$ cat src/shared/opc_pkg.sv
package opc_pkg;
    // ----------------------------------------
    // timing
    // ----------------------------------------
    localparam int unsigned CLK_HZ = 40_000_000;
    localparam int unsigned FILT_STEP_NS = 25;
    // least time, rounded up, never below one cycle
    localparam int unsigned FILT_STEP_RAW = (FILT_STEP_NS * (CLK_HZ / 1_000_000) + 999) / 1000;
    localparam int unsigned FILT_STEP_CYC = (FILT_STEP_RAW < 1) ? 1 : FILT_STEP_RAW;

    // ----------------------------------------
    // register offsets
    // ----------------------------------------
    localparam logic [7:0] OFS_INP_PWR = 8'h1E;
    localparam logic [7:0] OFS_OUT_FMT = 8'h1F;
    localparam logic [7:0] OFS_CLK_SYNC = 8'h20;
    localparam logic [7:0] OFS_RSV_CFG = 8'h21;
    localparam logic [7:0] OFS_FILT_WIN = 8'h23;

    // ----------------------------------------
    // reset values
    // ----------------------------------------
    localparam logic [7:0] RST_INP_PWR = 8'h20;
    localparam logic [7:0] RST_OUT_FMT = 8'h94;
    localparam logic [7:0] RST_CLK_SYNC = 8'h08;
    localparam logic [7:0] RST_RSV_CFG = 8'h00;
    localparam logic [7:0] RST_FILT_WIN = 8'h0A;

    // ----------------------------------------
    // field positions
    // ----------------------------------------
    localparam int unsigned B_PD_AUTO = 4;
    localparam int unsigned B_PD_BIT = 3;
    localparam int unsigned B_PD_POL = 2;
    localparam int unsigned B_PD_FAST = 1;
    localparam int unsigned B_GS_PDTRI = 0;
    localparam int unsigned B_FMT_HI = 7;
    localparam int unsigned B_FMT_LO = 5;
    localparam int unsigned B_PRI_EN = 4;
    localparam int unsigned B_SEC_EN = 3;
    localparam int unsigned B_DRV_HI = 2;
    localparam int unsigned B_DRV_LO = 1;
    localparam int unsigned B_CLK_INV = 0;
    localparam int unsigned B_CKS_HI = 7;
    localparam int unsigned B_CKS_LO = 6;
    localparam int unsigned B_ALL_HIZ = 5;
    localparam int unsigned B_GS_HIZ = 4;
    localparam int unsigned B_FLD_POL = 3;
    localparam int unsigned B_PLL_FILT = 2;
    localparam int unsigned B_SP_REGEN = 1;

    // ----------------------------------------
    // sampled pin slots
    // ----------------------------------------
    localparam int unsigned PIN_PD = 0;
    localparam int unsigned PIN_PCLK = 1;
    localparam int unsigned PIN_P90 = 2;
    localparam int unsigned PIN_P2X = 3;
    localparam int unsigned PIN_RAWHS = 4;
    localparam int unsigned PIN_REGHS = 5;
    localparam int unsigned PIN_FIELD = 6;
    localparam int unsigned PIN_GSYNC = 7;
    localparam int unsigned PIN_N = 8;

    // ----------------------------------------
    // types
    // ----------------------------------------
    typedef enum logic [2:0] {
        OPC_FMT_444 = 3'b100,
        OPC_FMT_422 = 3'b101,
        OPC_FMT_DDR = 3'b110
    } opc_fmt_e;

    typedef enum logic [1:0] {
        OPC_CK_PIX = 2'b00,
        OPC_CK_P90 = 2'b01,
        OPC_CK_P2X = 2'b10,
        OPC_CK_INT = 2'b11
    } opc_cksel_e;

    typedef struct packed {
        logic [7:0] red;
        logic [7:0] green;
        logic [7:0] blue;
    } opc_pix_s;

    typedef struct packed {
        logic [7:0] addr;
        logic [7:0] wdata;
        logic wr;
        logic rd;
    } opc_bus_s;
endpackage

$ cat src/core/opc_ctrl.sv
// Decided for this implementation: the plain strobed port.
`timescale 1ns/1ps
module opc_ctrl
    import opc_pkg::*;
(
    // clock and reset
    input wire logic clk_sys,
    input wire logic reset_n,
    // register port
    input wire opc_pkg::opc_bus_s reg_bus,
    output logic [7:0] rdata_q,
    // pins and chip-side inputs
    input wire logic [opc_pkg::PIN_N-1:0] pins,
    input wire logic auto_pd,
    input wire opc_pkg::opc_pix_s pix_a,
    input wire opc_pkg::opc_pix_s pix_b,
    // pixel outputs
    output opc_pkg::opc_pix_s pix_out_q,
    output logic pri_oe_q,
    output logic sec_oe_q,
    output logic [1:0] drive_q,
    // clock and sync outputs
    output logic clk_out_q,
    output logic clk_oe_q,
    output logic green_sync_out_q,
    output logic green_sync_oe_q,
    output logic field_out_q,
    output logic field_oe_q,
    output logic pll_sync_q,
    output logic sp_sync_q,
    // power and misc
    output logic powered_down_q,
    output logic [7:0] rsv_cfg_q
);
    import opc_pkg::*;

    // ----------------------------------------
    // helpers
    // ----------------------------------------
    // pin is asserted for the programmed polarity
    function automatic logic pin_active(input logic lvl, input logic pol);
        pin_active = pol ? lvl : ~lvl;
    endfunction

    // formats that move blue lanes to the secondary port
    function automatic logic fmt_split(input logic [2:0] fmt);
        fmt_split = (fmt == OPC_FMT_422) || (fmt == OPC_FMT_DDR);
    endfunction

    // ----------------------------------------
    // registers
    // ----------------------------------------
    logic [7:0] inp_pwr_q; // power and input control
    logic [7:0] out_fmt_q; // format, enables, drive, invert
    logic [7:0] clk_sync_q; // clock select, hiz, sync source
    logic [7:0] filt_win_q; // filter half-window in steps

    // writes land at once; fields steer logic next cycle
    always_ff @(posedge clk_sys or negedge reset_n) begin
        if (!reset_n) begin
            inp_pwr_q <= RST_INP_PWR;
            out_fmt_q <= RST_OUT_FMT;
            clk_sync_q <= RST_CLK_SYNC;
            rsv_cfg_q <= RST_RSV_CFG;
            filt_win_q <= RST_FILT_WIN;
        end else if (reg_bus.wr) begin
            unique case (reg_bus.addr)
                OFS_INP_PWR: inp_pwr_q <= reg_bus.wdata;
                OFS_OUT_FMT: out_fmt_q <= reg_bus.wdata;
                OFS_CLK_SYNC: clk_sync_q <= reg_bus.wdata;
                OFS_RSV_CFG: rsv_cfg_q <= reg_bus.wdata;
                OFS_FILT_WIN: filt_win_q <= reg_bus.wdata;
                default: begin
                    // unmapped writes are dropped
                end
            endcase
        end
    end

    // read data valid the cycle after the strobe only
    always_ff @(posedge clk_sys or negedge reset_n) begin
        if (!reset_n) begin
            rdata_q <= 8'h00;
        end else if (reg_bus.rd) begin
            unique case (reg_bus.addr)
                OFS_INP_PWR: rdata_q <= inp_pwr_q;
                OFS_OUT_FMT: rdata_q <= out_fmt_q;
                OFS_CLK_SYNC: rdata_q <= clk_sync_q;
                OFS_RSV_CFG: rdata_q <= rsv_cfg_q;
                OFS_FILT_WIN: rdata_q <= filt_win_q;
                default: rdata_q <= 8'h00; // unmapped reads zero
            endcase
        end else begin
            rdata_q <= 8'h00;
        end
    end

    // field views
    logic [2:0] fmt;
    logic [1:0] cksel;
    assign fmt = out_fmt_q[B_FMT_HI:B_FMT_LO];
    assign cksel = clk_sync_q[B_CKS_HI:B_CKS_LO];

    // ----------------------------------------
    // pin synchronisers
    // ----------------------------------------
    logic [PIN_N-1:0] pin_meta_q; // first stage, read only below
    logic [PIN_N-1:0] pin_s_q; // safe sampled levels
    logic [PIN_N-1:0] pin_prev_q; // for edge finding
    opc_pix_s pa_meta_q, pa_s_q;
    opc_pix_s pb_meta_q, pb_s_q;

    // two flops on every pin from the far side
    always_ff @(posedge clk_sys or negedge reset_n) begin
        if (!reset_n) begin
            pin_meta_q <= '0;
            pin_s_q <= '0;
            pin_prev_q <= '0;
            pa_meta_q <= '0;
            pa_s_q <= '0;
            pb_meta_q <= '0;
            pb_s_q <= '0;
        end else begin
            pin_meta_q <= pins;
            pin_s_q <= pin_meta_q;
            pin_prev_q <= pin_s_q;
            pa_meta_q <= pix_a;
            pa_s_q <= pa_meta_q;
            pb_meta_q <= pix_b;
            pb_s_q <= pb_meta_q;
        end
    end

    // pixel clock edges, found by oversampling
    logic pclk_rise, pclk_fall, regen_lead;
    assign pclk_rise = pin_s_q[PIN_PCLK] & ~pin_prev_q[PIN_PCLK];
    assign pclk_fall = ~pin_s_q[PIN_PCLK] & pin_prev_q[PIN_PCLK];
    assign regen_lead = pin_s_q[PIN_REGHS] & ~pin_prev_q[PIN_REGHS];

    // ----------------------------------------
    // power-down decision
    // ----------------------------------------
    logic pd_req; // combined power-down request
    logic fast_sw; // fast switching selected
    always_comb begin
        if (inp_pwr_q[B_PD_AUTO]) begin
            // chip decides; bit and pin ignored
            pd_req = auto_pd;
        end else begin
            // bit forces, else pin at its polarity
            pd_req = inp_pwr_q[B_PD_BIT] |
                pin_active(pin_s_q[PIN_PD], inp_pwr_q[B_PD_POL]);
        end
    end
    assign fast_sw = inp_pwr_q[B_PD_FAST];

    // fast switching keeps the core alive
    always_ff @(posedge clk_sys or negedge reset_n) begin
        if (!reset_n) begin
            powered_down_q <= 1'b0;
        end else begin
            powered_down_q <= pd_req & ~fast_sw;
        end
    end

    // ----------------------------------------
    // output enables
    // ----------------------------------------
    logic all_hiz; // everything but green sync floats
    assign all_hiz = clk_sync_q[B_ALL_HIZ] | pd_req;

    // both power-down kinds float the data pins
    always_ff @(posedge clk_sys or negedge reset_n) begin
        if (!reset_n) begin
            pri_oe_q <= 1'b0;
            sec_oe_q <= 1'b0;
            clk_oe_q <= 1'b0;
            field_oe_q <= 1'b0;
            green_sync_oe_q <= 1'b0;
        end else begin
            pri_oe_q <= out_fmt_q[B_PRI_EN] & ~all_hiz;
            // secondary only exists in split formats
            sec_oe_q <= out_fmt_q[B_SEC_EN] & fmt_split(fmt) & ~all_hiz;
            clk_oe_q <= ~all_hiz;
            field_oe_q <= ~all_hiz;
            // green sync ignores the global bit
            green_sync_oe_q <= ~clk_sync_q[B_GS_HIZ] &
                ~(pd_req & inp_pwr_q[B_GS_PDTRI]);
        end
    end

    // drive code; the field output has a fixed drive
    always_ff @(posedge clk_sys or negedge reset_n) begin
        if (!reset_n) begin
            drive_q <= RST_OUT_FMT[B_DRV_HI:B_DRV_LO];
        end else begin
            drive_q <= out_fmt_q[B_DRV_HI:B_DRV_LO];
        end
    end

    // ----------------------------------------
    // pixel formatter
    // ----------------------------------------
    // updates on sampled pixel clock edges
    always_ff @(posedge clk_sys or negedge reset_n) begin
        if (!reset_n) begin
            pix_out_q <= '0;
        end else begin
            unique case (fmt)
                OPC_FMT_422: begin
                    // all 24 primary lines on the rise, blue included
                    if (pclk_rise) begin
                        pix_out_q.red <= pa_s_q.red;
                        pix_out_q.green <= pa_s_q.green;
                        pix_out_q.blue <= pa_s_q.blue;
                    end else if (pclk_fall) begin
                        // secondary is always double rate
                        pix_out_q.blue <= pb_s_q.blue;
                    end
                end
                OPC_FMT_DDR: begin
                    // new word on each clock edge
                    if (pclk_rise) begin
                        pix_out_q <= pa_s_q;
                    end else if (pclk_fall) begin
                        pix_out_q <= pb_s_q;
                    end
                end
                default: begin
                    // plain rgb, also for unused codes
                    if (pclk_rise) begin
                        pix_out_q <= pa_s_q;
                    end
                end
            endcase
        end
    end

    // ----------------------------------------
    // output clock
    // ----------------------------------------
    // only half the system rate can be made here
    logic int_clk_q;
    always_ff @(posedge clk_sys or negedge reset_n) begin
        if (!reset_n) begin
            int_clk_q <= 1'b0;
        end else begin
            int_clk_q <= ~int_clk_q;
        end
    end

    // select then invert
    logic ck_pick;
    always_comb begin
        unique case (cksel)
            OPC_CK_PIX: ck_pick = pin_s_q[PIN_PCLK];
            OPC_CK_P90: ck_pick = pin_s_q[PIN_P90];
            OPC_CK_P2X: ck_pick = pin_s_q[PIN_P2X];
            OPC_CK_INT: ck_pick = int_clk_q;
        endcase
    end

    always_ff @(posedge clk_sys or negedge reset_n) begin
        if (!reset_n) begin
            clk_out_q <= 1'b0;
        end else begin
            clk_out_q <= ck_pick ^ out_fmt_q[B_CLK_INV];
        end
    end

    // ----------------------------------------
    // field and green sync
    // ----------------------------------------
    always_ff @(posedge clk_sys or negedge reset_n) begin
        if (!reset_n) begin
            field_out_q <= 1'b0;
            green_sync_out_q <= 1'b0;
        end else begin
            // input high means odd field
            field_out_q <= pin_s_q[PIN_FIELD] ^ clk_sync_q[B_FLD_POL];
            green_sync_out_q <= pin_s_q[PIN_GSYNC];
        end
    end

    // ----------------------------------------
    // sync filter
    // ----------------------------------------
    logic [11:0] cnt_q; // cycles since regenerated lead
    logic [11:0] period_q; // last measured line length
    logic [11:0] win_cyc; // half-window in cycles
    logic in_win;
    assign win_cyc = 12'(filt_win_q) * 12'(FILT_STEP_CYC);
    // open just after the lead or just before the next
    assign in_win = (cnt_q <= win_cyc) || (12'(cnt_q + win_cyc) >= period_q);

    // period only tracked while regenerated sync runs
    always_ff @(posedge clk_sys or negedge reset_n) begin
        if (!reset_n) begin
            cnt_q <= '0;
            period_q <= '0;
        end else if (regen_lead) begin
            cnt_q <= '0;
            period_q <= cnt_q;
        end else if (cnt_q != 12'hFFF) begin
            cnt_q <= cnt_q + 12'h001;
        end
    end

    // source selection for pll and sync processor
    always_ff @(posedge clk_sys or negedge reset_n) begin
        if (!reset_n) begin
            pll_sync_q <= 1'b0;
            sp_sync_q <= 1'b0;
        end else begin
            pll_sync_q <= clk_sync_q[B_PLL_FILT] ?
                (pin_s_q[PIN_RAWHS] & in_win) : pin_s_q[PIN_RAWHS];
            sp_sync_q <= clk_sync_q[B_SP_REGEN] ?
                pin_s_q[PIN_REGHS] : pin_s_q[PIN_RAWHS];
        end
    end

    // ----------------------------------------
    // checks
    // ----------------------------------------
    // arms the checks one edge after reset lets go, so no attempt
    // compares against values that reset still held at that edge
    logic chk_arm_q;
    always_ff @(posedge clk_sys or negedge reset_n) begin
        if (!reset_n) begin
            chk_arm_q <= 1'b0;
        end else begin
            chk_arm_q <= 1'b1;
        end
    end
endmodule

$ cat config.mk
export PLATFORM = sky130hd
export DESIGN_NAME = opc_ctrl
export DESIGN_NICKNAME = d
export VERILOG_FILES = /design/src/shared/opc_pkg.sv /design/src/core/opc_ctrl.sv
export SDC_FILE = /design/constraint.sdc
export NUM_CORES = 1
export LEC_CHECK = 0
export BUFFER_PORTS_ARGS = -buffer_cell sky130_fd_sc_hd__buf_2
export CORE_MARGIN = 4
export CORE_UTILIZATION = 30
export DETAILED_ROUTE_END_ITERATION = 12
export HOLD_SLACK_MARGIN = 0.05
export PLACE_DENSITY = 0.46
export SYNTH_ARGS = -nofsm -noshare
export SYNTH_HDL_FRONTEND = slang
export SYNTH_SLANG_ARGS = --single-unit
export TNS_END_PERCENT = 30
$ cat constraint.sdc
create_clock -name clk_sys -period 4.6 [get_ports clk_sys]
set_input_delay 1.38 -clock clk_sys [delete_from_list [all_inputs] [get_ports clk_sys]]
set_output_delay 1.38 -clock clk_sys [all_outputs]
set_load 0.005 [all_outputs]
==> results of run 1 <==
==> power by group <==
group          internal (mW)  switching, mW  leakage [nW]
combinational          0.213          0.248          1.76
clock                   1.13          0.769         0.389
sequential              2.11          0.104          2.72
total                   3.45           1.12          4.87
==> layout by cell type, fill, tap and decap left out, drive strengths merged, types with 3 or more instances in the layout <==
master    n
o21bai    3
a22oi    16
ha       30
a22o      9
xnor2    10
nor2b     5
nand4     8
dfrtp   215
or3       3
and3      4
nand3     9
xor2      8
a21oi    27
clkbuf   41
o21ai    31
and2      5
mux2     47
buf     135
nor2     53
mux2i    19
nand2b    4
inv      31
a21o      3
nor3      8
a222oi    7
nand2    29
dfstp     8
==> worst register-to-register path: cells and delay by family (launching register included) <==
family,cells,cell delay (ns)
compound gates,5,1.19
fa+ha+maj,2,0.73
flops,1,0.56
simple gates,3,0.28
xor+xnor,1,0.13
buf+inv,1,0.05
==> worst max path at each step <==
stage / startpoint / end / slack, ns / cells past startpoint
after floorplan: reg_bus[15] / inp_pwr_q[0]$_DFFE_PN0P_ / 1.91 / 6
after global placement: reg_bus[13] / rsv_cfg_q[3]$_DFFE_PN0P_ / 1.53 / 5
after detailed placement: reg_bus[13] / rsv_cfg_q[5]$_DFFE_PN0P_ / 1.47 / 5
after CTS: filt_win_q[3]$_DFFE_PN1P_ / pll_sync_q$_DFF_PN0_ / 1.58 / 12
after global routing: filt_win_q[3]$_DFFE_PN1P_ / pll_sync_q$_DFF_PN0_ / 1.35 / 12
final: filt_win_q[3]$_DFFE_PN1P_ / pll_sync_q$_DFF_PN0_ / 1.56 / 12
==> per-layer routing <==
metal | vias to the layer above | share of wire | track usage
met3 | 31 | 0.055 | 0.0300
met5 | - | 0.0014 | 0
met4 | 4 | 0.025 | 0.0332
met1 | 2619 | 0.47 | 0.176
met2 | 143 | 0.45 | 0.194
li1 | 2527 | - | -
==> logic make-up (layout without fill, tap and decap cells) <==
| kind of cell | Yosys count | in the layout |
|---|---|---|
| fa+ha+maj | 31 | 31 |
| mux | 67 | 67 |
| simple gates | 139 | 139 |
| buf+inv | 54 | 209 |
| compound gates | 111 | 111 |
| flops | 223 | 223 |
| xor+xnor | 18 | 18 |
==> area by class of cell <==
type / count / share of cell area
inverters: 30 / 0.0107
multi-input cells: 366 / 0.267
clock inverters: 3 / 0.00310
flip-flops and latches: 223 / 0.533
well taps: 378 / 0.0451
repair buffers: 135 / 0.0680
clock buffers: 41 / 0.0730
==> per-stage QoR <==
step | util | hold slack (ns) | instance area [µm²]
detailed placement | 0.345 | 0.335 | 9690
CTS | 0.374 | 0.346 | 10500
finish | 0.374 | 0.344 | 10500
global placement | 0.345 | 0.332 | 9690
global route | 0.374 | 0.351 | 10500
floorplan | - | 0.331 | 8620
==> flip-flops by register name, indices dropped and copies added, names as in the netlist, 12 cells and up <==
register   count
pb_meta_q     24
pix_out_q     24
period_q      12
pa_s_q        24
cnt_q         12
pa_meta_q     24
pb_s_q        24
==> reports/qor.yml, run 1 <==
outcome: "finished, final reports clean"
drt-total-wl_mm: 19.2
core_um2: 28100
max_slew_margin: 0.450
pre_cts_slack_ns: 1.47
async_reset_ff_frac: 1.00
cts_buffer_depth: 3
slowest_delay_ns: 0.56
synthAdderAreaFrac: 0.0459
ff2ff_setup_slack_ns: 1.56
required_ns: 5.03
multiInputGateArea_um2: 2800
fmax_mhz: 329
hold_buffers: 0
rr_startpoint: "filt_win_q[3]$_DFFE_PN1P_"
die_area_um2: 31500
max_cap_violations: 0
synthFlopType: "dfrtp_1"
io_buffers: 129
synth_edf_count: 0
antenna_cells: 0
root_buffer: "clkbuf_16"
drv_slew: 0
period_share: 0.661
synth_nets: 751
die_x_um: 177
cp.buffers_inverters: 1
antenna_found_initial: 2
synthCells: 643
ys_warn_count: 0
path_delay_family: "compound AO/OA/AOI/OAI gates"
cts_max_level: 1
worst_slew_pin_slew_ns: 0.824
crit_fanout: 8
fill_cells: 2766
cts_sinks: 223
fin_crit_ns: 3.04
row_count: 61
critPathSlowestCell: "dfstp_2"
ys_seq_area_frac: 0.649
grt_pass1_wl_mm: 31.5
yosys.area_share.simple: 0.0867
min_from: "pin_meta_q[2]$_DFF_PN0_"
rsz0062_at_grt: "no"
drcViolationCount: 0
holdPathStages: 0
synth_common_cells: "dfrtp_1 (215), nor2_1 (52), mux2_2 (47)"
end_kind: "register"
ant_nets: 0
syn_to_final_growth_pct: 21.8
numCtsBuffers: 25
vias: 5324
cts_tree: "done"
crit_chain: "inv_1, ha_1, nor2_1, a2bb2oi_1, nand2_1, o41ai_1, xnor2_1, ha_1, nand4_1, a211o_1, a211o_1, o211ai_1"
worst-r2r-cell-count: 12
yosysUniqueCellTypes: 60
synth.largest_area_cell: "dfrtp_1"
dp_hpwl_mm: 13.6
synth_compound_area_frac: 0.0864
p_leak_nw: 4.87
die_h_um: 177
yosys-mux-area-fraction: 0.0861
critPathKind: "reg -> reg"
track_usage: 0.125
drt-vias-per-instance: 4.53
hold_end: "pin_s_q[2]$_DFF_PN0_"
cts-resized-gates: 0
fin_nets: 889
grt_max_degree: 109
first_iter_violations: 239
place_inst: 1132
cts_setup_buffers: 0
fin_skew_ns: 0.0111
fin_tns_setup_ns: 0
clk_latency_ns: 0.53
gr-total-overflow: 0
synth_top_cells_by_area: "dfrtp_1 (62%), mux2_2 (6.1%), ha_1 (4.4%), dfstp_2 (2.4%), nor2_1 (2.3%)"
ir_drop_mv: 0.287
synth.top_cell.area_share: 0.624
startpoint_type: "register"
synthXorXnorAreaFrac: 0.0183
power_mw: 4.57
avgRoutedWirePerCell_um: 16.4
regArea_um2: 5590
place_congestion: 0.830
synthesis.area_um2: 8620
drt_pass1_iterations: 6
setup_ws_ns: 1.56
finalHoldViolations: 0
clk_pin_slew_worst_paths_ns: 0.06
synth_most_common_cell: "dfrtp_1"
drive_gt1_frac: 0.303
synth_top_family_by_area: "simple AND/OR/NAND/NOR gates"
p_per_area_nw_per_um2: 436
hold_path_class: "reg -> reg"
cp.arrival_ns: 3.47
ys_seq_elements: 223
grt_pass1_vias: 5762
syn_avg_cell_area_um2: 13.4
instances_no_fill: 1176
r2r-end: "pll_sync_q$_DFF_PN0_"
initial_core_util: 0.307
setup_viol: 0
io_pins: 130
No activity file was read; power rests on OpenSTA's default activity.
==> inputs of run 2 (changes only) <==
Settings changed: PLACE_DENSITY 0.46 to 0.48.
Clock period 4.6 ns to 2.4 ns, I/O delays scaled along.
==> reports/qor.yml, run 2 (same netlist as run 1, synthesis figures left out) <==
utilization: 0.391
rr_startpoint: "filt_win_q[1]$_DFFE_PN1P_"
grt_pass1_wl_mm: 31.4
setup_viol: 1
first_iter_violations: 341
worst-r2r-cell-count: 13
fin_crit_ns: 2.69
place_congestion: 0.809
finalHoldViolations: 0
hold_path_class: "in -> async"
cts_sinks: 223
cts_tree: "done"
vias: 5358
die_area_um2: 31500
drive_gt1_frac: 0.358
hold_buffers: 0
syn_to_final_growth_pct: 27.4
dp_hpwl_mm: 13.9
numCtsBuffers: 24
antenna_found_initial: 2
outcome: "finished, violations left"
gr-total-overflow: 0
setup_ws_ns: -0.286
violations: "negative setup slack"
die_h_um: 177
clk_latency_ns: 0.53
io_pins: 130
max_cap_violations: 0
drcViolationCount: 0
startpoint_type: "register"
die_x_um: 177
crit_fanout: 3
pre_cts_slack_ns: -0.441
drv_slew: 0
ant_nets: 0
dpl-instance-area_um2: 10100
worst_slew_pin_slew_ns: 0.542
period_share: 1.12
ff2ff_setup_slack_ns: -0.29
cts_buffer_depth: 3
instances_no_fill: 1222
fin_nets: 933
rsz0062_at_grt: "yes"
fin_tns_setup_ns: -0.286
grt_max_degree: 56
root_buffer: "clkbuf_16"
fin_skew_ns: 0.0133
layout_common_cells: "dfrtp_1 (215), buf_2 (128), nor2_1 (51), mux2_2 (47), buf_4 (46)"
track_usage: 0.125
avgRoutedWirePerCell_um: 15.8
p_leak_nw: 5.15
grt_pass1_vias: 5715
cp.arrival_ns: 3.07
max_slew_margin: 0.638
core_um2: 28100
io_buffers: 129
cts_max_level: 1
drt_pass1_iterations: 4
critPathKind: "reg -> reg"
drt-vias-per-instance: 4.38
clk_pin_slew_worst_paths_ns: 0.07
layout_commonest_cell: "dfrtp_1"
cp-startpoint: "filt_win_q[1]$_DFFE_PN1P_"
final_area_um2: 11000
initial_core_util: 0.307
ir_drop_mv: 0.607
drt-total-wl_mm: 19.3
place_inst: 1176
p_per_area_nw_per_um2: 823
fmax_mhz: 372
end_kind: "register"
row_count: 61
required_ns: 2.78
[run 2: changes by cell type in the layout (fill, tap and decap cells not counted), sizes merged]
| cell | change |
|---|---|
| clkinv | +5 |
| diode | +1 |
| clkbuf | -6 |
| clkinvlp | -1 |
| buf | +45 |
| bufinv | +2 |
[run 2: report_power, final]
part	switching (mW)	internal [mW]
Clock	1.50	2.24
Combinational	0.566	0.538
Sequential	0.163	4.04
[run 2: per-stage QoR]
step,hold slack [ns],power [mW]
final,0.112,9.04
after global placement,0.332,5.36
after detailed placement,0.335,5.35
after floorplan,0.331,4.73
after global routing,0.115,9.52
after CTS,0.0999,9.18
[run 2: timing repair]
action,CTS,global route
buffers inserted,1,0
resized for setup,8,6
pin swaps,11,6
endpoints found under the setup margin,1,1
[run 2: path summary, 6_finish.rpt]
path / end
min in group clk_sys: pb_meta_q[2]$_DFF_PN0_
worst max register to register: pll_sync_q$_DFF_PN0_
worst min-delay path: pb_meta_q[4]$_DFF_PN0_
worst max-delay path: pll_sync_q$_DFF_PN0_
max in group asynchronous: out_fmt_q[2]$_DFFE_PN1P_
worst min register to register: pin_s_q[7]$_DFF_PN0_
[run 2: area by class of cell]
cell class / instances / area, µm²
clock buffers: 35 / 692
fillers: 2744 / 17100
multi-input cells: 366 / 2890
clock inverters: 9 / 128
repair buffers: 180 / 1090
diodes: 1 / 2.50
well taps: 378 / 473
flip-flops and latches: 223 / 5590
inverters: 30 / 113
[run 2: worst max-delay path, stage by stage, from the launching register on]
cell	delay, ns
dfstp_2	0.55
buf_6	0.11
fa_2	0.24
nand2b_4	0.07
a221oi_4	0.26
o31ai_2	0.10
a21oi_1	0.18
xor2_1	0.17
ha_1	0.28
a21o_1	0.18
nand2_1	0.06
nand4b_1	0.10
a21oi_1	0.14
o211ai_1	0.10
[run 2: metal layers]
layer | track usage | up-vias | routed length, µm
met5 | 0 | - | 12
met3 | 0.0292 | 25 | 1190
met4 | 0.0296 | 2 | 381
met1 | 0.182 | 2583 | 9230
li1 | - | 2611 | -
met2 | 0.192 | 137 | 8470
==> inputs of run 3 (changes only) <==
Settings changed: CORE_UTILIZATION 30 to 51, PLACE_DENSITY 0.48 to 0.75.
==> reports/qor.yml, run 3 (same netlist as run 1, synthesis figures left out) <==
worst_slew_pin_slew_ns: 0.610
drt-total-wl_mm: 18.7
core_um2: 16600
critPathKind: "reg -> reg"
grt_util_met3: 0.0388
grt_pass1_vias: 5945
root_buffer: "clkbuf_16"
final_area_um2: 10600
p_leak_nw: 5.06
fin_crit_ns: 2.72
r2r-end: "pll_sync_q$_DFF_PN0_"
cts_tree: "done"
drive_gt1_frac: 0.343
max_slew_margin: 0.592
setup_viol: 1
vias: 5665
avgRoutedWirePerCell_um: 17.8
cp.arrival_ns: 3.10
layout_commonest_cell: "dfrtp_1"
clk_pin_slew_worst_paths_ns: 0.06
cts_buffer_depth: 3
dpl-instance-area_um2: 9800
fin_tns_setup_ns: -0.322
rr_startpoint: "cnt_q[0]$_DFFE_PN0P_"
io_pins: 130
cts_max_level: 1
setup_ws_ns: -0.322
drt_pass1_iterations: 5
drv_slew: 0
regArea_um2: 5590
clk_latency_ns: 0.51
first_iter_violations: 344
fill_cells: 1284
syn_to_final_growth_pct: 23.0
outcome: "finished, violations left"
required_ns: 2.77
io_buffers: 129
hold_slack_ns: 0.168
fin_nets: 924
rsz0062_at_grt: "yes"
grt_busiest_layer: "met2"
cts_sinks: 223
finalHoldViolations: 0
drt-vias-per-instance: 5.39
p_per_area_nw_per_um2: 816
pre_cts_slack_ns: -0.379
grt_max_degree: 68
grtUsageMet2: 0.347
period_share: 1.13
max_cap_violations: 0
fmax_mhz: 367
power_mw: 8.65
drcViolationCount: 0
numCtsBuffers: 23
place_congestion: 0.995
multiInputGateArea_um2: 2880
startpoint_type: "register"
violations: "negative setup slack"
place_inst: 1009
end_kind: "register"
gr-total-overflow: 0
layout_common_cells: "dfrtp_1 (215), buf_2 (128), nor2_1 (51), mux2_2 (47), buf_4 (40)"
fin_skew_ns: 0.00840
antenna_cells: 0
ant_nets: 0
ir_drop_mv: 0.730
hold_path_class: "in -> async"
ff2ff_setup_slack_ns: -0.32
die_area_um2: 19000
antenna_found_initial: 0
grt_pass1_wl_mm: 30.5
utilization: 0.639
die_x_um: 138
crit_fanout: 3
track_usage: 0.204
instances_no_fill: 1051
die_h_um: 138
initial_core_util: 0.520
worst-r2r-cell-count: 13
row_count: 47
met1_usage: 0.270
dp_hpwl_mm: 13.2
run 3: repair_timing:
item                                    in CTS  in global routing
hold buffers                                 0                  0
pin swaps                                    1                  3
resized for setup                            5                  6
setup buffers                                2                  0
cloned                                       0                  0
endpoints found under the setup margin       1                  1
run 3: where the power goes:
group / switching, mW / leakage [nW] / total, mW / internal, mW
Clock: 1.37 / 0.357 / 3.38 / 2.01
Combinational: 0.578 / 1.98 / 1.09 / 0.508
Sequential: 0.151 / 2.72 / 4.19 / 4.04
Total: 2.10 / 5.06 / 8.65 / 6.56
run 3: metal layers:
metal,part of all wire,vias up
li1,-,2588
met1,0.42,2849
met2,0.50,196
met3,0.058,32
met4,0.023,0
met5,0,-
run 3: final cells by class:
cell class / count / share of cell area
Clock buffer: 35 / 0.0623
Sequential cell: 223 / 0.527
Timing Repair Buffer: 172 / 0.0958
Multi-Input combinational cell: 366 / 0.272
Inverter: 30 / 0.0106
Tap cell: 220 / 0.0260
Clock inverter: 5 / 0.00614
run 3: worst max-delay path, stage by stage (launching register included):
cell      delay (ns)
dfrtp_1         0.42
ha_4            0.19
fa_2            0.42
nand2b_4        0.10
a221oi_4        0.07
o31ai_2         0.25
a21oi_1         0.12
xor2_1          0.15
ha_1            0.31
a21o_1          0.18
nand2_1         0.06
nand4b_1        0.10
a21oi_2         0.11
o211ai_1        0.09
run 3: how the worst max path moves through the flow:
stage / startpoint / to / slack, ns / cells after the start
2_1_floorplan: filt_win_q[3]$_DFFE_PN1P_ / pll_sync_q$_DFF_PN0_ / -0.20 / 13
3_3_place_gp: filt_win_q[0]$_DFFE_PN0P_ / pll_sync_q$_DFF_PN0_ / -0.30 / 13
3_5_place_dp: filt_win_q[1]$_DFFE_PN1P_ / pll_sync_q$_DFF_PN0_ / -0.38 / 12
4_1_cts: filt_win_q[1]$_DFFE_PN1P_ / pll_sync_q$_DFF_PN0_ / -0.30 / 12
5_1_grt: cnt_q[0]$_DFFE_PN0P_ / pll_sync_q$_DFF_PN0_ / -0.46 / 13
6_report: cnt_q[0]$_DFFE_PN0P_ / pll_sync_q$_DFF_PN0_ / -0.32 / 13
